[config.mk]
export PLATFORM = sky130hd
export DESIGN_NAME = uart_regmap_loopback
export DESIGN_NICKNAME = d
export VERILOG_FILES = /design/src/rtl/uart_regmap_pkg.sv /design/src/rtl/uart_reg_bank.sv /design/src/rtl/uart_regmap_loopback.sv /design/src/rtl/uart_sync2.sv
export VERILOG_INCLUDE_DIRS = /design/src /design/src/rtl
export SDC_FILE = /design/constraint.sdc
export NUM_CORES = 1
export LEC_CHECK = 0
export BUFFER_PORTS_ARGS = -buffer_cell sky130_fd_sc_hd__buf_4
export CAP_MARGIN = 20
export CORE_ASPECT_RATIO = 2
export CORE_MARGIN = 2
export CORE_UTILIZATION = 39
export DETAILED_ROUTE_END_ITERATION = 10
export GPL_ROUTABILITY_DRIVEN = 0
export PLACE_DENSITY = 0.66
export SLEW_MARGIN = 20
export SYNTH_ARGS = -nofsm -noshare
export SYNTH_HDL_FRONTEND = slang
export SYNTH_SLANG_ARGS = --single-unit
[constraint.sdc]
create_clock -name clk -period 5.75 [get_ports clk]
set_input_delay 0.8625 -clock clk [delete_from_list [all_inputs] [get_ports clk]]
set_output_delay 0.8625 -clock clk [all_outputs]
set_load 0.01 [all_outputs]
[src/rtl/uart_regmap_consts.svh]
// Constants for the register map and loopback block.
// Assumes inclusion by bare name from rtl/.
`ifndef UART_REGMAP_CONSTS_SVH
`define UART_REGMAP_CONSTS_SVH
`define LOC_DATA        3'h0
`define LOC_ONE         3'h1
`define LOC_TWO         3'h2
`define LOC_LINE_CTRL   3'h3
`define LOC_FOUR        3'h4
`define LOC_FIVE        3'h5
`define LOC_SIX         3'h6
`define LOC_SEVEN       3'h7
`define ENHANCED_KEY    8'hbf
`define DIV_ACCESS_BIT  7
`define LOOPBACK_BIT    4
`define DTR_BIT         0
`define RTS_BIT         1
`define ENH_ENABLE_BIT  4
`define FC_SELECT_BIT   6
`define SF_SELECT_BIT   0
`define REG_RESET       8'h00
`define LINE_CTRL_RESET 8'h03
`define BANK_COUNT      16
`endif

[src/rtl/uart_regmap_pkg.sv]
// Types shared by the register map block.
// Assumes the consts header is available.
package uart_regmap_pkg;
	typedef struct packed {
		logic       rd;
		logic       wr;
		logic [2:0] addr;
		logic [7:0] wdata;
	} host_req_type;
	typedef struct packed {
		logic cts_n;
		logic dsr_n;
		logic cd_n;
		logic ri_n;
	} modem_in_type;
	typedef enum logic [3:0] {
		SEL_NONE, SEL_DIV_LOW, SEL_DIV_HIGH, SEL_DIV_FRAC, SEL_IER, SEL_LCR, SEL_MCR,
		SEL_SHR, SEL_SFR, SEL_SPR, SEL_ENHANCED_MODE_SELECT, SEL_FEATURE_CONTROL, SEL_EFR, SEL_FLOW, SEL_PIN,
		SEL_HOLD
	} wsel_type;
endpackage

[src/rtl/uart_reg_bank.sv]
// Small storage bank of eight-bit registers with registered read data.
// Assumes writes and reads come from the map decoder on the same clock.
`include "uart_regmap_consts.svh"
module uart_reg_bank #(
	parameter int DEPTH = 8
) (
	input  wire logic                     clk,   // Clock
	input  wire logic                     arst_n, // Async reset
	input  wire logic                     ce,    // Clock enable
	input  wire logic                     we,    // Write strobe
	input  wire logic [$clog2(DEPTH)-1:0] waddr, // Write index
	input  wire logic [7:0]               wdata, // Write data
	input  wire logic [$clog2(DEPTH)-1:0] raddr, // Read index
	output logic      [7:0]               rdata  // Registered read data
);
	localparam int AW = $clog2(DEPTH);
	logic [7:0] mem_reg [DEPTH];
	genvar g;
	generate
		for (g = 0; g < DEPTH; g++) begin : g_ent
			always_ff @(posedge clk or negedge arst_n) begin
				if (!arst_n)
					mem_reg[g] <= `REG_RESET;
				else if (ce && we && waddr == AW'(g))
					mem_reg[g] <= wdata;
			end
		end
	endgenerate
	always_ff @(posedge clk or negedge arst_n) begin
		if (!arst_n)
			rdata <= `REG_RESET;
		else if (ce)
			rdata <= mem_reg[raddr];
	end
endmodule

[src/rtl/uart_regmap_loopback.sv]
// Register map decode and internal loopback routing of a one-channel UART.
// Assumes the UART core supplies holding, status and level values on this clock;
// host strobes are one-cycle and synchronous to clk.
`include "uart_regmap_consts.svh"
module uart_regmap_loopback #(
	parameter logic [7:0] REVISION_CODE = 8'h01, // Arbitrary value
	parameter logic [7:0] IDENT_CODE    = 8'h5a  // Arbitrary value
) (
	input  wire logic                         clk,         // Clock, 250 MHz
	input  wire logic                         arst_n,      // Async reset
	input  wire logic                         ce,          // Clock enable
	input  wire uart_regmap_pkg::host_req_type req,        // Host access
	output logic      [7:0]                   rdata,       // Read data, registered
	input  wire logic [7:0]                   rhr_data,    // Receive holding byte
	input  wire logic [7:0]                   isr_data,    // Interrupt status
	input  wire logic [7:0]                   lsr_data,    // Line status
	input  wire logic [7:0]                   msr_data,    // Modem status
	input  wire logic [7:0]                   fc_data,     // FIFO level count
	output logic                              rhr_pop,     // Holding byte read
	output logic                              msr_read,    // Modem status read
	output logic                              thr_load,    // Transmit byte load
	output logic                              fcr_load,    // Queue control load
	output logic                              fifo_trigger_level_load,   // Trigger level load
	output logic                              enhanced_mode_select_load,   // Mode select load
	output logic      [7:0]                   wbyte,       // Write byte, registered
	output logic      [7:0]                   lcr_out,     // Line control value
	output logic      [7:0]                   mcr_out,     // Modem control value
	output logic                              loop_en,     // Loopback active
	input  wire logic                         tsr_out,     // Transmit shifter bit
	output logic                              rsr_in,      // Receive shifter bit
	output logic                              tx_pin,      // Serial out pin
	input  wire logic                         rx_pin,      // Serial in pin
	output logic                              rts_n,       // RTS output, low active
	output logic                              dtr_n,       // DTR output, low active
	input  wire uart_regmap_pkg::modem_in_type modem_pin,  // Modem input pins
	output uart_regmap_pkg::modem_in_type     modem_eff    // Modem inputs to core
);
	// ------------------------------------------------------------
	// Control registers
	// ------------------------------------------------------------
	logic [7:0] lcr_reg, mcr_reg, ier_reg, dll_reg, dlm_reg, dld_reg;
	logic [7:0] efr_reg, feature_control_reg, sfr_reg, shr_reg, spr_reg;
	uart_regmap_pkg::wsel_type wsel;
	logic       key, dlab, enh, fsel, ssel, div_zero;
	logic       bank_we;
	logic [2:0] bank_waddr, bank_raddr;
	logic [7:0] bank_rdata;
	logic       rd_bank_reg;
	logic [7:0] rd_direct_reg;

	assign key      = lcr_reg == `ENHANCED_KEY;
	assign dlab     = lcr_reg[`DIV_ACCESS_BIT];
	assign enh      = efr_reg[`ENH_ENABLE_BIT];
	assign fsel     = feature_control_reg[`FC_SELECT_BIT];
	assign ssel     = sfr_reg[`SF_SELECT_BIT];
	assign div_zero = dll_reg == 8'h00 && dlm_reg == 8'h00;

	// ------------------------------------------------------------
	// Write decode
	// ------------------------------------------------------------
	always_comb begin
		wsel = uart_regmap_pkg::SEL_NONE;
		unique case (req.addr)
			`LOC_DATA:
				if (key)
					wsel = uart_regmap_pkg::SEL_NONE;
				else if (dlab)
					wsel = uart_regmap_pkg::SEL_DIV_LOW;
				else
					wsel = uart_regmap_pkg::SEL_HOLD;
			`LOC_ONE:
				if (key)
					wsel = uart_regmap_pkg::SEL_FEATURE_CONTROL;
				else if (dlab)
					wsel = uart_regmap_pkg::SEL_DIV_HIGH;
				else
					wsel = uart_regmap_pkg::SEL_IER;
			`LOC_TWO:
				if (key)
					wsel = uart_regmap_pkg::SEL_EFR;
				else if (dlab && enh)
					wsel = uart_regmap_pkg::SEL_DIV_FRAC;
				else
					wsel = uart_regmap_pkg::SEL_NONE;
			`LOC_LINE_CTRL:
				wsel = uart_regmap_pkg::SEL_LCR;
			`LOC_FOUR:
				wsel = key ? (ssel ? uart_regmap_pkg::SEL_PIN : uart_regmap_pkg::SEL_FLOW)
				           : uart_regmap_pkg::SEL_MCR;
			`LOC_FIVE:
				wsel = key ? (ssel ? uart_regmap_pkg::SEL_PIN : uart_regmap_pkg::SEL_FLOW)
				           : uart_regmap_pkg::SEL_SHR;
			`LOC_SIX:
				if (key)
					wsel = ssel ? uart_regmap_pkg::SEL_PIN : uart_regmap_pkg::SEL_FLOW;
				else if (enh)
					wsel = uart_regmap_pkg::SEL_SFR;
				else
					wsel = uart_regmap_pkg::SEL_NONE;
			`LOC_SEVEN:
				if (key)
					wsel = ssel ? uart_regmap_pkg::SEL_PIN : uart_regmap_pkg::SEL_FLOW;
				else if (fsel)
					wsel = uart_regmap_pkg::SEL_ENHANCED_MODE_SELECT;
				else if (!ssel)
					wsel = uart_regmap_pkg::SEL_SPR;
				else
					wsel = uart_regmap_pkg::SEL_NONE;
		endcase
	end

	// writes to read-only slots do nothing
	always_ff @(posedge clk or negedge arst_n) begin
		if (!arst_n) begin
			lcr_reg  <= `LINE_CTRL_RESET;
			mcr_reg  <= `REG_RESET;
			ier_reg  <= `REG_RESET;
			dll_reg  <= `REG_RESET;
			dlm_reg  <= `REG_RESET;
			dld_reg  <= `REG_RESET;
			efr_reg  <= `REG_RESET;
			feature_control_reg <= `REG_RESET;
			sfr_reg  <= `REG_RESET;
			shr_reg  <= `REG_RESET;
			spr_reg  <= `REG_RESET;
		end else if (ce && req.wr) begin
			unique case (wsel)
				uart_regmap_pkg::SEL_LCR:      lcr_reg  <= req.wdata;
				uart_regmap_pkg::SEL_MCR:      mcr_reg  <= req.wdata;
				uart_regmap_pkg::SEL_IER:      ier_reg  <= req.wdata;
				uart_regmap_pkg::SEL_DIV_LOW:  dll_reg  <= req.wdata;
				uart_regmap_pkg::SEL_DIV_HIGH: dlm_reg  <= req.wdata;
				uart_regmap_pkg::SEL_DIV_FRAC: dld_reg  <= req.wdata;
				uart_regmap_pkg::SEL_EFR:      efr_reg  <= req.wdata;
				uart_regmap_pkg::SEL_FEATURE_CONTROL:     feature_control_reg <= req.wdata;
				uart_regmap_pkg::SEL_SFR:      sfr_reg  <= req.wdata;
				uart_regmap_pkg::SEL_SHR:      shr_reg  <= req.wdata;
				uart_regmap_pkg::SEL_SPR:      spr_reg  <= req.wdata;
				default: ;
			endcase
		end
	end

	// ------------------------------------------------------------
	// Flow characters and pin registers
	// ------------------------------------------------------------
	// Index: bit 2 picks pin bank, low bits the slot within 4..7
	// flow characters at 4 to 7
	// pin registers at 4 to 7
	assign bank_we    = ce && req.wr && (wsel == uart_regmap_pkg::SEL_FLOW ||
	                                     wsel == uart_regmap_pkg::SEL_PIN);
	assign bank_waddr = {ssel, req.addr[1:0]};
	assign bank_raddr = {ssel, req.addr[1:0]};

	uart_reg_bank #(
		.DEPTH(8)
	) u_bank (
		.clk    (clk),
		.arst_n (arst_n),
		.ce     (ce),
		.we     (bank_we),
		.waddr  (bank_waddr),
		.wdata  (req.wdata),
		.raddr  (bank_raddr),
		.rdata  (bank_rdata)
	);

	// ------------------------------------------------------------
	// Read decode, one cycle latency
	// ------------------------------------------------------------
	logic       rd_use_bank;
	logic [7:0] rd_direct;
	always_comb begin
		rd_use_bank = 1'b0;
		rd_direct   = 8'h00;
		unique case (req.addr)
			`LOC_DATA:
				if (key)
					rd_direct = fc_data;
				else if (dlab)
					rd_direct = div_zero ? REVISION_CODE : dll_reg;
				else
					rd_direct = rhr_data;
			`LOC_ONE:
				if (key)
					rd_direct = feature_control_reg;
				else if (dlab)
					rd_direct = div_zero ? IDENT_CODE : dlm_reg;
				else
					rd_direct = ier_reg;
			`LOC_TWO:
				if (key)
					rd_direct = efr_reg;
				else if (dlab && enh)
					rd_direct = dld_reg;
				else
					rd_direct = isr_data;
			`LOC_LINE_CTRL:
				rd_direct = lcr_reg;
			`LOC_FOUR:
				if (key)
					rd_use_bank = 1'b1;
				else
					rd_direct = mcr_reg;
			`LOC_FIVE:
				if (key)
					rd_use_bank = 1'b1;
				else
					rd_direct = lsr_data;
			`LOC_SIX:
				if (key)
					rd_use_bank = 1'b1;
				else
					rd_direct = msr_data;
			`LOC_SEVEN:
				if (key)
					rd_use_bank = 1'b1;
				else if (fsel)
					rd_direct = fc_data;
				else if (!ssel)
					rd_direct = spr_reg;
				else
					rd_direct = 8'h00;
		endcase
	end

	always_ff @(posedge clk or negedge arst_n) begin
		if (!arst_n) begin
			rd_bank_reg   <= 1'b0;
			rd_direct_reg <= 8'h00;
		end else if (ce && req.rd) begin
			rd_bank_reg   <= rd_use_bank;
			rd_direct_reg <= rd_direct;
		end
	end
	assign rdata = rd_bank_reg ? bank_rdata : rd_direct_reg;

	// ------------------------------------------------------------
	// Side-effect strobes to the core
	// ------------------------------------------------------------
	logic nokey_data, status2_rd;
	assign nokey_data = !key && !dlab && req.addr == `LOC_DATA;
	// status slot depends on enhanced enable
	assign status2_rd = req.addr == `LOC_TWO && (enh ? !dlab : !key);

	always_ff @(posedge clk or negedge arst_n) begin
		if (!arst_n) begin
			rhr_pop   <= 1'b0;
			msr_read  <= 1'b0;
			thr_load  <= 1'b0;
			fcr_load  <= 1'b0;
			fifo_trigger_level_load <= 1'b0;
			enhanced_mode_select_load <= 1'b0;
			wbyte     <= 8'h00;
		end else if (ce) begin
			rhr_pop   <= req.rd && nokey_data;
			msr_read  <= req.rd && !key && req.addr == `LOC_SIX;
			thr_load  <= req.wr && nokey_data;
			fcr_load  <= req.wr && status2_rd;
			fifo_trigger_level_load <= req.wr && key && req.addr == `LOC_DATA;
			enhanced_mode_select_load <= req.wr && wsel == uart_regmap_pkg::SEL_ENHANCED_MODE_SELECT;
			if (req.wr)
				wbyte <= req.wdata;
		end
	end

	// ------------------------------------------------------------
	// Loopback routing
	// ------------------------------------------------------------
	logic [4:0] pins_sync;
	uart_sync2 #(
		.WIDTH(5),
		.INIT (5'h1f)
	) u_sync (
		.clk    (clk),
		.arst_n (arst_n),
		.ce     (ce),
		.d      ({rx_pin, modem_pin}),
		.q      (pins_sync)
	);

	assign loop_en = mcr_reg[`LOOPBACK_BIT];
	assign lcr_out = lcr_reg;
	assign mcr_out = mcr_reg;

	// core sees rerouted lines, and the mode change on loop_en and mcr_out
	// external receive level unused while looping
	assign rsr_in = loop_en ? tsr_out : pins_sync[4];

	always_ff @(posedge clk or negedge arst_n) begin
		if (!arst_n) begin
			tx_pin <= 1'b1;
			rts_n  <= 1'b1;
			dtr_n  <= 1'b1;
		end else if (ce) begin
			tx_pin <= loop_en ? 1'b1 : tsr_out;
			rts_n  <= loop_en ? 1'b1 : !mcr_reg[`RTS_BIT];
			dtr_n  <= loop_en ? 1'b1 : !mcr_reg[`DTR_BIT];
		end
	end

	// external modem inputs replaced: CTS and DSR by RTS and DTR, CD and RI held inactive
	always_comb begin
		if (loop_en) begin
			modem_eff.cts_n = !mcr_reg[`RTS_BIT];
			modem_eff.dsr_n = !mcr_reg[`DTR_BIT];
			modem_eff.cd_n  = 1'b1;
			modem_eff.ri_n  = 1'b1;
		end else begin
			modem_eff = pins_sync[3:0];
		end
	end

	// ------------------------------------------------------------
	// Checks
	// ------------------------------------------------------------
	a_tx_mark_loop: assert property (@(posedge clk) disable iff (!arst_n)
		ce && loop_en |=> tx_pin) else $error("tx pin not high in loopback");
	a_rts_dtr_off: assert property (@(posedge clk) disable iff (!arst_n)
		ce && loop_en |=> rts_n && dtr_n) else $error("modem outputs asserted in loopback");
	a_loop_route: assert property (@(posedge clk) disable iff (!arst_n)
		loop_en |-> rsr_in == tsr_out) else $error("receive shifter not fed from transmit");
	a_modem_ignore: assert property (@(posedge clk) disable iff (!arst_n)
		loop_en |-> modem_eff.cd_n && modem_eff.ri_n) else $error("modem inputs not isolated");
	a_lcr_write: assert property (@(posedge clk) disable iff (!arst_n)
		ce && req.wr && req.addr == `LOC_LINE_CTRL |=> lcr_reg == $past(req.wdata))
		else $error("line control write lost");
	a_loop_enter: assert property (@(posedge clk) disable iff (!arst_n)
		ce && req.wr && !key && req.addr == `LOC_FOUR && req.wdata[`LOOPBACK_BIT]
		|=> loop_en) else $error("loopback not entered");
	a_thr_load: assert property (@(posedge clk) disable iff (!arst_n)
		ce && req.wr && !dlab && req.addr == `LOC_DATA |=> thr_load)
		else $error("transmit holding not loaded");
	a_rev_read: assert property (@(posedge clk) disable iff (!arst_n)
		ce && req.rd && dlab && !key && div_zero && req.addr == `LOC_DATA
		|=> rdata == REVISION_CODE) else $error("revision not returned");
	a_ro_ignore: assert property (@(posedge clk) disable iff (!arst_n)
		ce && req.wr && !key && !enh && req.addr == `LOC_SIX |=> $stable(sfr_reg))
		else $error("special function written without enable");
endmodule

[src/rtl/uart_sync2.sv]
// Two-flop synchroniser for a group of pin inputs.
// Assumes inputs are asynchronous to clk.
module uart_sync2 #(
	parameter int WIDTH = 5,
	parameter logic [WIDTH-1:0] INIT = '1
) (
	input  wire logic             clk,    // Clock
	input  wire logic             arst_n, // Async reset
	input  wire logic             ce,     // Clock enable
	input  wire logic [WIDTH-1:0] d,      // Async input
	output logic      [WIDTH-1:0] q       // Synchronised
);
	logic [WIDTH-1:0] meta_reg;
	always_ff @(posedge clk or negedge arst_n) begin
		if (!arst_n) begin
			meta_reg <= INIT;
			q        <= INIT;
		end else if (ce) begin
			meta_reg <= d;
			q        <= meta_reg;
		end
	end
endmodule

* Word level (Yosys, flattened, before mapping)
Cells that the tools add are included.
Cells by class: $lt $le $gt $ge 1, eq/ne operators 28, multiplexer cells 42, bitwise operators 1, reductions and logical operators 46
Operators by type and width (number):
- $mux 8 | 17
- $pmux 8 s8 | 1
- $mux 4 | 12
- $pmux 4 s8 | 1
- $eq 4x4->1 const B | 7
- $logic_and 1x1->1 | 25
- $bmux 8 s3 | 1
- $eq 3x3->1 const B | 8
- $reduce_and 2->1 | 11
- $logic_not 8->1 | 2
- $eq 3x2->1 const B | 4
- $eq 4x3->1 const B | 3
- $eq 4x2->1 const B | 2
- $eq 8x8->1 const B | 1
- $mux 1 | 7
- $eq 3x1->1 const B | 2
- $logic_not 3->1 | 2
- $eq 4x1->1 const B | 1
- $ge 4x4->1 const B | 1
- $logic_not 1->1 | 4
- $mux 2 | 2
- $not 3->4 | 1
- $reduce_or 4->1 | 1
- $mux 3 | 1
- $logic_or 1x1->1 | 1
Storage, ports and cells: register bits 181, input port bits 62, output and inout port bits 47, word-level logic and storage cells 151

* Longest topological paths before layout
Gate-level depths: netlist of the first run.
depth after elaboration 9, gate-level depth with buffers 9, gate-level depth less buffers 6

* Modules after synthesis
From an unflattened synthesis of the first run, not the netlist that was laid out.
Unflattened totals: cells, all modules 720, area total of the unflattened synthesis 9188.8 µm²
By module, submodules not included:
- uart_regmap_loopback | instances 1, cells each 463, area an instance 5391.4 µm²
- uart_reg_bank | instances 1, cells each 236, area an instance 3373.2 µm²
- uart_sync2 | instances 1, cells each 21, area an instance 424.2 µm²

* Least setup slack after synthesis of the first run
Ideal clock, no wire load.
path kind input to register, start point input port req[8] (netlist name), end point register mcr_reg[0] (netlist: mcr_out[0]), library setup time 125 ps, data arrival time 2863 ps, data required time 5625 ps, path slack 2763 ps, stages 8, path buffers 2, cells stage by stage buf_2 > or2_2 > o22ai_1 > a311oi_4 > a22o_1 > buf_2 > nor3_2 > mux2_2
On the way: longest elaborated chain between the ends 4, elaborated cells on any way between the ends 11
Ends and longest elaborated chain:
- from (decl) | line uart_regmap_loopback.sv:12 | input wire uart_regmap_pkg::host_req_type req,
- $eq 3x3->1, or another cell as far along | line uart_regmap_loopback.sv:63 | unique case (req.addr)
- $pmux 4 s8 * | line uart_regmap_loopback.sv:63
- $eq 4x3->1 * | line uart_regmap_loopback.sv:127 | unique case (wsel)
- $reduce_and 2->1 (no source line) *
- to (signal assigned) | line uart_regmap_loopback.sv:116 | mcr_reg <= `REG_RESET;
- to (signal assigned) | line uart_regmap_loopback.sv:129 | uart_regmap_pkg::SEL_MCR: mcr_reg <= req.wdata;
- to (decl) | line uart_regmap_loopback.sv:41 | logic [7:0] lcr_reg, mcr_reg, ier_reg, dll_reg, dlm_reg, dld_reg;
Every way passes the cells marked *; elsewhere a longest branch is shown, timed or not. A chain may end at the register's enable or synchronous reset.

* Worst setup path in the final report of the first run
start point input port req[9] (netlist name), end point register lcr_reg[4] (netlist: lcr_out[4])
On the way: longest elaborated chain between the ends 4, elaborated cells on any way between the ends 11
Ends and longest elaborated chain:
- $eq 3x3->1, or another cell as far along | line uart_regmap_loopback.sv:63
- $pmux 4 s8 * | line uart_regmap_loopback.sv:63
- $eq 4x3->1 * | line uart_regmap_loopback.sv:127
- $reduce_and 2->1 (no source line) *
- to (signal assigned) | line uart_regmap_loopback.sv:115 | lcr_reg <= `LINE_CTRL_RESET;
- to (signal assigned) | line uart_regmap_loopback.sv:128 | uart_regmap_pkg::SEL_LCR: lcr_reg <= req.wdata;
- to (decl) | line uart_regmap_loopback.sv:41
Marked as above.

==> flow_metrics.py, run 1 <==
metrics = {
    "status": {
        "outcome": "completed",
    },
    "floorplan": {
        "die_area_um2": 24100,
        "die_x_um": 111,
        "die-height_um": 218,
        "rows": 78,
        "initial_core_util_pct": 39.5,
        "fp.coreArea_um2": 22500,
        "ios": 109,
    },
    "clock_tree": {
        "post_cts_buffers": 0,
        "ctsHoldBuffers": 0,
        "clk_latency_ps": 450,
        "clock_path_buffers": 2,
        "clock-sinks": 181,
        "htreeDepth": 4,
        "path_clk_slew_ps": 70,
        "cts_root_buffer": "clkbuf_16",
        "cts_resized": 0,
        "cts_buffers": 17,
        "tritoncts": "yes",
    },
    "timing": {
        "timing.fmax_mhz": 282,
        "rsz0062_at_grt": "false",
        "post-route-period-util_pct": 61.6,
        "worst_slack_ps": 2210,
        "slew_headroom_pct": 28.6,
        "hold_viol": 0,
        "drv_slew": 0,
        "worstMarginPinSlew_ps": 1060,
        "finalSetupViolations": 0,
        "tns_ps": 0,
        "finClkSkew_ps": 10.7,
        "finalCriticalPeriod_ps": 3540,
    },
    "grt": {
        "grt_pass1_wl_um": 40200,
        "grt_pass1_vias": 6565,
        "grt_max_degree": 182,
        "globalRouteOverflowTotal": 0,
        "grt.total_usage_pct": 22.5,
        "antenna_found_initial": 0,
    },
    "logic_synthesis": {
        "async_flop_share_pct": 100,
        "synth-edff-count": 0,
        "syn_area_um2": 8900,
        "synth_top_area_cell": "dfrtp_1",
        "netlist.area_leader.share_pct": 46.6,
        "synth_cell_types": 61,
        "synth_nets": 776,
        "synth-seq-area-share_pct": 51.1,
        "synthFlopType": "dfrtp_1",
        "synthCells": 714,
        "synth.area.top_cells": "dfrtp_1, mux2_2, dfstp_2",
        "ys_seq_elements": 181,
        "synth_warnings": 0,
        "synth_area_per_cell_um2": 12.5,
    },
    "final_layout": {
        "syn_to_final_growth_pct": 17.5,
        "antenna_cells": 0,
        "final_cell_mix": "dfrtp_1, mux2_2, buf_4, nand2_1, a21oi_1",
        "stdcell_count": 1090,
        "final_common_cell": "dfrtp_1",
        "drive_above_1_share_pct": 44.4,
        "largest_register_ffs": 64,
        "fill_cells": 2051,
        "finalNetCount": 859,
    },
    "place": {
        "pre_cts_ws_ps": 1850,
        "hpwl_um": 19200,
        "dpl.cell_count": 1058,
        "io_buffers": 108,
    },
    "route": {
        "drt_wl_total_um": 26600,
        "vias": 6397,
        "route.detailed.drc": 0,
        "vias_per_cell": 5.87,
        "wl_per_cell_um": 24.4,
        "drt-pass1-iter-count": 7,
        "ant_nets": 0,
        "drtIter0Drc": 375,
    },
    "setup_path": {
        "arrival_ps": 3870,
        "critical_path_class": "in -> reg",
        "worstPathMaxFanout": 49,
        "end_kind": "register",
        "cp-start-kind": "input pin",
        "critPathRequiredTime_ps": 6080,
    },
    "worst_hold_path": {
        "min_path_type": "reg -> reg",
    },
    "power": {
        "p_sw_mw": 1.07,
        "power_leakage_nw": 4.72,
        "switching_share_pct": 30.2,
        "vdd_ir_drop_max_mv": 0.178,
        "combPwrFrac_pct": 22.0,
        "clkPwrFrac_pct": 30.7,
        "powerDensity_nw_per_um2": 340,
        "totalPowerFinal_mw": 3.56,
        "seq_power_share_pct": 47.4,
        "p_int_mw": 2.48,
    },
    "job": {
        "drv_cap": 0,
    },
}
[per-stage QoR]
stage | hold slack (ps) | cell area, um^2 | util, %
global route | 510 | 10500 | 46.4
global placement | 461 | 9910 | 43.9
CTS | 484 | 10500 | 46.4
floorplan | 439 | 8900 | -
detailed placement | 465 | 9910 | 44.0
finish | 478 | 10500 | 46.4
[critical path, cell delays in order]
cell and delay [ps]:
buf_4 510, nor2b_1 250, o31ai_1 80, a21oi_1 560, nand4_1 360, nor3_2 790
mux2_2 420
[power by group through the flow]
stage          registers, mW  logic (mW)  clock network [mW]
4_1_cts                 1.68       0.783                1.11
6_report                1.69       0.781                1.09
3_5_place_dp            1.71       0.780                   0
3_3_place_gp            1.70       0.765                   0
2_1_floorplan           1.66       0.461                   0
5_1_grt                 1.71       0.838                1.16
[synth_stat cells (9+ instances only)]
cell and number:
mux4_2 17, a221oi_1 17, nor2_1 27, o21ai_0 26
buf_2 9, inv_1 15, dfstp_2 15, dfrtp_1 166
clkbuf_1 31, mux2i_1 20, mux2_2 151, a21oi_1 29
nand2_1 53
[layout make-up]
class	instances	area (um^2)	share of cell area, %
multi-input combinational	469	4100	39.1
sequential	181	4550	43.5
inverter	15	56.3	0.538
tap	280	350	3.35
clock inverter	11	90.1	0.861
timing repair buffer	113	865	8.26
clock buffer	21	460	4.40
[metal layers]
metal | vias up | wire length, um | GRT usage [%]
met3 | 68 | 1430 | 3.36
met5 | - | 0 | 0
met1 | 3255 | 9260 | 24.5
met4 | 0 | 1720 | 15.5
li1 | 2805 | - | -
met2 | 269 | 14200 | 39.9
[worst paths after layout]
kind                       cells past startpoint    endpoint  slack (ps)       start
setup / recovery                               7  lcr_out[4]        2210      req[9]
hold / removal                                 2    wbyte[5]         480    wbyte[5]
setup reg to reg                               6  lcr_out[4]        2230  lcr_out[0]
hold reg to reg                                2    wbyte[5]         480    wbyte[5]
max in group asynchronous                      2  ier_reg[3]        4440      arst_n
min in group asynchronous                      2    wbyte[5]         530      arst_n
[cell families (layout without fill, tap and decap cells)]
group	Yosys count	count (layout)	synth area share [%]
mux	197	197	27.1
buf+inv	64	160	3.03
simple gates	136	136	7.95
compound gates	136	136	10.8
flops	181	181	51.1
Power figures use the tool's default switching activity.
==> run 2, diff against run 1 <==
--- a/config.mk
+++ b/config.mk
@@ -13,7 +13,7 @@
 export CORE_UTILIZATION = 39
 export DETAILED_ROUTE_END_ITERATION = 10
 export GPL_ROUTABILITY_DRIVEN = 0
-export PLACE_DENSITY = 0.66
+export PLACE_DENSITY = 0.68
 export SLEW_MARGIN = 20
 export SYNTH_ARGS = -nofsm -noshare
 export SYNTH_HDL_FRONTEND = slang
==> constraint.sdc (replaced) <==
create_clock -name clk -period 3.16 [get_ports clk]
set_input_delay 0.474 -clock clk [delete_from_list [all_inputs] [get_ports clk]]
set_output_delay 0.474 -clock clk [all_outputs]
set_load 0.01 [all_outputs]
==> run 2 against run 1 <==
- sequential share of layout area fell by 0.94 points
- combinational power increased by 83%
- cell count grew 2.3%
- sequential power rose by 82%
- clock skew shrank 4.4 ps
- critical endpoint is now u_bank.mem_reg[62]
- highest routed layer unchanged
==> flow_metrics.py, run 2 (synthesis gave the netlist of run 1 again) <==
metrics = {
    "status": {
        "outcome": "completed",
    },
    "grt": {
        "grt_pass1_vias": 6685,
        "grt_pass1_wl_um": 40900,
        "grt_max_degree": 66,
        "globalRouteOverflowTotal": 0,
        "antenna_found_initial": 0,
        "grt.total_usage_pct": 22.9,
    },
    "clock_tree": {
        "cts_root_buffer": "clkbuf_16",
        "cts_buffers": 17,
        "clock_path_buffers": 2,
        "path_clk_slew_ps": 70,
        "post_cts_buffers": 0,
        "cts_resized": 0,
        "tritoncts": "yes",
        "ctsHoldBuffers": 0,
        "htreeDepth": 4,
        "clock-sinks": 181,
        "clk_latency_ps": 450,
    },
    "floorplan": {
        "rows": 78,
        "ios": 109,
        "die-height_um": 218,
        "fp.coreArea_um2": 22500,
        "initial_core_util_pct": 39.5,
        "die_area_um2": 24100,
        "die_x_um": 111,
    },
    "setup_path": {
        "cp-start-kind": "register",
        "worstPathMaxFanout": 8,
        "critPathMaxStageDelay_ps": 560,
        "cp_cell_sequence": "nand4_1, o211ai_1, nand3_1, or3_1, nor3_4, mux2_2",
        "crit_path_start": "lcr_out[0]",
        "critical_path_class": "reg -> reg",
        "end_kind": "register",
        "critPathRequiredTime_ps": 3490,
        "r2r_slack_ps": 130,
        "critPathTopFamily": "simple AND/OR/NAND/NOR gates",
        "crit_slowest_cell": "dfstp_2",
        "r2r_cells": 6,
        "rr_endpoint": "u_bank.mem_reg[62]",
        "crit_buf_inv": 0,
        "arrival_ps": 3360,
        "r2r-start": "lcr_out[0]",
    },
    "timing": {
        "rsz0062_at_grt": "false",
        "timing.fmax_mhz": 330,
        "tns_ps": 0,
        "finalCriticalPeriod_ps": 3030,
        "post-route-period-util_pct": 96.0,
        "drv_slew": 0,
        "worstMarginPinSlew_ps": 979,
        "finClkSkew_ps": 6.36,
        "hold_viol": 0,
        "slew_headroom_pct": 34.0,
        "finalSetupViolations": 0,
        "finalHoldWorstSlack_ps": 5.23,
    },
    "power": {
        "switching_share_pct": 29.5,
        "clkPwrFrac_pct": 32.1,
        "combPwrFrac_pct": 21.6,
        "powerDensity_nw_per_um2": 620,
        "power_leakage_nw": 4.85,
        "seq_power_share_pct": 46.3,
        "vdd_ir_drop_max_mv": 0.493,
        "p_sw_mw": 1.96,
        "p_int_mw": 4.68,
    },
    "final_layout": {
        "final_common_cell": "dfrtp_1",
        "fill_cells": 2021,
        "largest_register_ffs": 64,
        "final_cell_mix": "dfrtp_1, mux2_2, buf_4, nand2_1, a21oi_1",
        "drive_above_1_share_pct": 46.1,
        "finalNetCount": 884,
        "syn_to_final_growth_pct": 20.1,
        "antenna_cells": 0,
    },
    "route": {
        "wl_per_cell_um": 24.5,
        "route.detailed.drc": 0,
        "drt-pass1-iter-count": 6,
        "vias_per_cell": 5.85,
        "ant_nets": 0,
        "vias": 6522,
        "drt_wl_total_um": 27300,
        "drtIter0Drc": 492,
    },
    "place": {
        "hpwl_um": 20000,
        "io_buffers": 108,
    },
    "job": {
        "drv_cap": 0,
    },
    "worst_hold_path": {
        "min_path_type": "in -> async",
    },
}
## run 2: per-stage QoR
stage / total power [mW] / std cells / worst slack (ps) / cell area [um^2] / utilization [%]
2_1_floorplan: 3.85 / 714 / 465 / 8900 / -
3_3_place_gp: 4.48 / 1083 / 158 / 10100 / 44.8
3_5_place_dp: 4.52 / 1083 / 142 / 10100 / 44.8
4_1_cts: 6.65 / 1115 / 141 / 10700 / 47.4
5_1_grt: 6.89 / 1115 / 33.3 / 10700 / 47.4
6_report: 6.64 / 1115 / 127 / 10700 / 47.4
## run 2: layout make-up
cell class,count,area [um^2],area share [%]
Sequential cell,181,4550,42.5
Multi-Input combinational cell,469,4090,38.2
Timing Repair Buffer,138,1060,9.96
Clock buffer,20,447,4.18
Tap cell,280,350,3.28
Clock inverter,12,143,1.33
Inverter,15,56.3,0.526
## run 2: power groups by stage
stage / Clock (mW) / Combinational, mW / Sequential (mW)
3_5_place_dp: 0 / 1.42 / 3.10
6_report: 2.13 / 1.43 / 3.07
4_1_cts: 2.16 / 1.43 / 3.06
5_1_grt: 2.25 / 1.53 / 3.11
3_3_place_gp: 0 / 1.40 / 3.08
2_1_floorplan: 0 / 0.839 / 3.01
## run 2: metal layers
metal  up-vias  part of all wire (%)  global-route usage (%)
li1       2868                     -                       -
met1      3336                    35                    23.9
met3        75                   4.7                    4.20
met5         -                     0                       0
met4         0                   7.1                    16.4
met2       243                    53                    41.1
## run 2: worst max-delay path by stage
stage | to | cells after the start
final | u_bank.mem_reg[62] | 6
after global routing | u_bank.mem_reg[60] | 6
after CTS | u_bank.mem_reg[62] | 6
after detailed placement | u_bank.mem_reg[58] | 6
after global placement | u_bank.mem_reg[62] | 6
after floorplan | efr_reg[0] | 8
==> run 3, diff against run 2 <==
--- a/config.mk
+++ b/config.mk
@@ -8,12 +8,14 @@
 export LEC_CHECK = 0
 export BUFFER_PORTS_ARGS = -buffer_cell sky130_fd_sc_hd__buf_4
 export CAP_MARGIN = 20
+export CELL_PAD_IN_SITES_DETAIL_PLACEMENT = 0
+export CELL_PAD_IN_SITES_GLOBAL_PLACEMENT = 2
 export CORE_ASPECT_RATIO = 2
 export CORE_MARGIN = 2
-export CORE_UTILIZATION = 39
+export CORE_UTILIZATION = 36
 export DETAILED_ROUTE_END_ITERATION = 10
 export GPL_ROUTABILITY_DRIVEN = 0
-export PLACE_DENSITY = 0.68
+export PLACE_DENSITY = 0.85
 export SLEW_MARGIN = 20
 export SYNTH_ARGS = -nofsm -noshare
 export SYNTH_HDL_FRONTEND = slang
==> run 3 against run 2 <==
- wire length up 7.1%
- combinational power grew 5%
- maximum frequency grew 6.1%
- worst hold slack gained 9.5 ps
- register-to-register slack gained 170 ps
- critical endpoint is now dll_reg[2]
- largest cell class unchanged
- highest routed layer unchanged
==> flow_metrics.py, run 3 (synthesis gave the netlist of run 1 again) <==
metrics = {
    "route": {
        "drtIter0Drc": 340,
        "drt_wl_total_um": 29300,
        "vias_per_cell": 5.57,
        "vias": 6583,
        "route.detailed.drc": 0,
        "drt-pass1-iter-count": 4,
        "ant_nets": 0,
        "wl_per_cell_um": 24.8,
    },
    "timing": {
        "timing.fmax_mhz": 350,
        "worstMarginPinSlew_ps": 922,
        "finClkSkew_ps": 8.41,
        "finalSetupViolations": 0,
        "post-route-period-util_pct": 90.5,
        "rsz0062_at_grt": "false",
        "tns_ps": 0,
        "slew_headroom_pct": 37.9,
        "hold_viol": 0,
        "finalCriticalPeriod_ps": 2860,
        "drv_slew": 0,
    },
    "setup_path": {
        "rr_endpoint": "dll_reg[2]",
        "end_kind": "register",
        "cpMostUsedCell": "buf_4",
        "crit_buf_inv": 3,
        "crit_path_start": "lcr_out[0]",
        "r2r_slack_ps": 300,
        "cp_cell_sequence": "nand4_1, buf_4, a2111oi_0, buf_4, a211o_1, buf_4, nand3_1, nor2_2, mux2_2",
        "crit_slowest_cell": "dfstp_2",
        "r2r-start": "lcr_out[0]",
        "critical_path_class": "reg -> reg",
        "cp-start-kind": "register",
        "critPathMaxStageDelay_ps": 560,
        "worstPathMaxFanout": 8,
        "critPathRequiredTime_ps": 3480,
        "r2r_cells": 9,
        "arrival_ps": 3180,
        "critPathTopFamily": "simple AND/OR/NAND/NOR gates",
    },
    "clock_tree": {
        "clock-sinks": 181,
        "clock_path_buffers": 2,
        "htreeDepth": 4,
        "ctsHoldBuffers": 0,
        "post_cts_buffers": 0,
        "cts_resized": 0,
        "tritoncts": "yes",
        "cts_buffers": 17,
        "cts_root_buffer": "clkbuf_16",
        "path_clk_slew_ps": 70,
        "clk_latency_ps": 440,
    },
    "floorplan": {
        "die-height_um": 226,
        "ios": 109,
        "die_x_um": 115,
        "rows": 81,
        "fp.coreArea_um2": 24400,
        "initial_core_util_pct": 36.5,
        "die_area_um2": 26100,
    },
    "final_layout": {
        "final_cell_mix": "dfrtp_1, mux2_2, buf_4, nand2_1, a21oi_1",
        "fin_util_pct": 44.3,
        "syn_to_final_growth_pct": 21.5,
        "final_common_cell": "dfrtp_1",
        "stdcell_count": 1182,
        "drive_above_1_share_pct": 46.9,
        "largest_register_ffs": 64,
        "antenna_cells": 0,
        "finalNetCount": 899,
    },
    "place": {
        "dpl.cell_count": 1150,
        "hpwl_um": 21800,
        "io_buffers": 108,
    },
    "power": {
        "power_leakage_nw": 4.91,
        "totalPowerFinal_mw": 6.58,
        "vdd_ir_drop_max_mv": 0.376,
        "powerDensity_nw_per_um2": 608,
    },
    "worst_hold_path": {
        "min_path_type": "in -> async",
    },
    "grt": {
        "grt_max_degree": 70,
        "grt.total_usage_pct": 23.1,
        "antenna_found_initial": 0,
        "grt_pass1_vias": 6861,
        "grt_pass1_wl_um": 43200,
        "globalRouteOverflowTotal": 0,
    },
    "status": {
        "outcome": "completed",
    },
    "job": {
        "drv_cap": 0,
    },
}
run 3: worst max path at each step:
| stage | endpoint | slack [ps] | cells after the start |
|---|---|---|---|
| 6_report | dll_reg[2] | 300 | 9 |
| 5_1_grt | feature_control_reg[4] | 100 | 7 |
| 4_1_cts | dld_reg[0] | 290 | 9 |
| 3_5_place_dp | u_bank.mem_reg[44] | 260 | 7 |
| 3_3_place_gp | u_bank.mem_reg[45] | 290 | 7 |
| 2_1_floorplan | efr_reg[0] | 470 | 8 |
run 3: final cells by class:
type                    count  area, um^2
clock buffers              19         433
flip-flops and latches    181        4550
clock inverters            13         119
repair buffers            153        1160
inverters                  15        56.3
fillers                  2292       13600
multi-input cells         469        4090
well taps                 332         415
run 3: per-stage QoR:
step                      setup WS, ps  instance area [um^2]  hold slack, ps
after floorplan                    465                  8900             178
after detailed placement           257                 10300             468
after CTS                          288                 10800            51.2
after global routing              98.2                 10800            82.9
final                              300                 10800            14.7
after global placement             286                 10300             465
run 3: report_power, final:
group	leakage (nW)	switching, mW	internal, mW
combinational	2.33	0.742	0.759
clock	0.269	0.979	1.04
sequential	2.32	0.328	2.74
run 3: worst reg2reg max path, cell delays in order, from the launching register on:
cell	delay, ps
dfstp_2	560
nand4_1	160
buf_4	210
a2111oi_0	370
buf_4	200
a211o_1	110
buf_4	160
nand3_1	120
nor2_2	450
mux2_2	400
run 3: per-layer routing:
layer	global-route usage, %	wire, um
met2	41.7	16000
met5	0	0
met4	15.4	2060
met3	3.58	1060
met1	24.4	10200
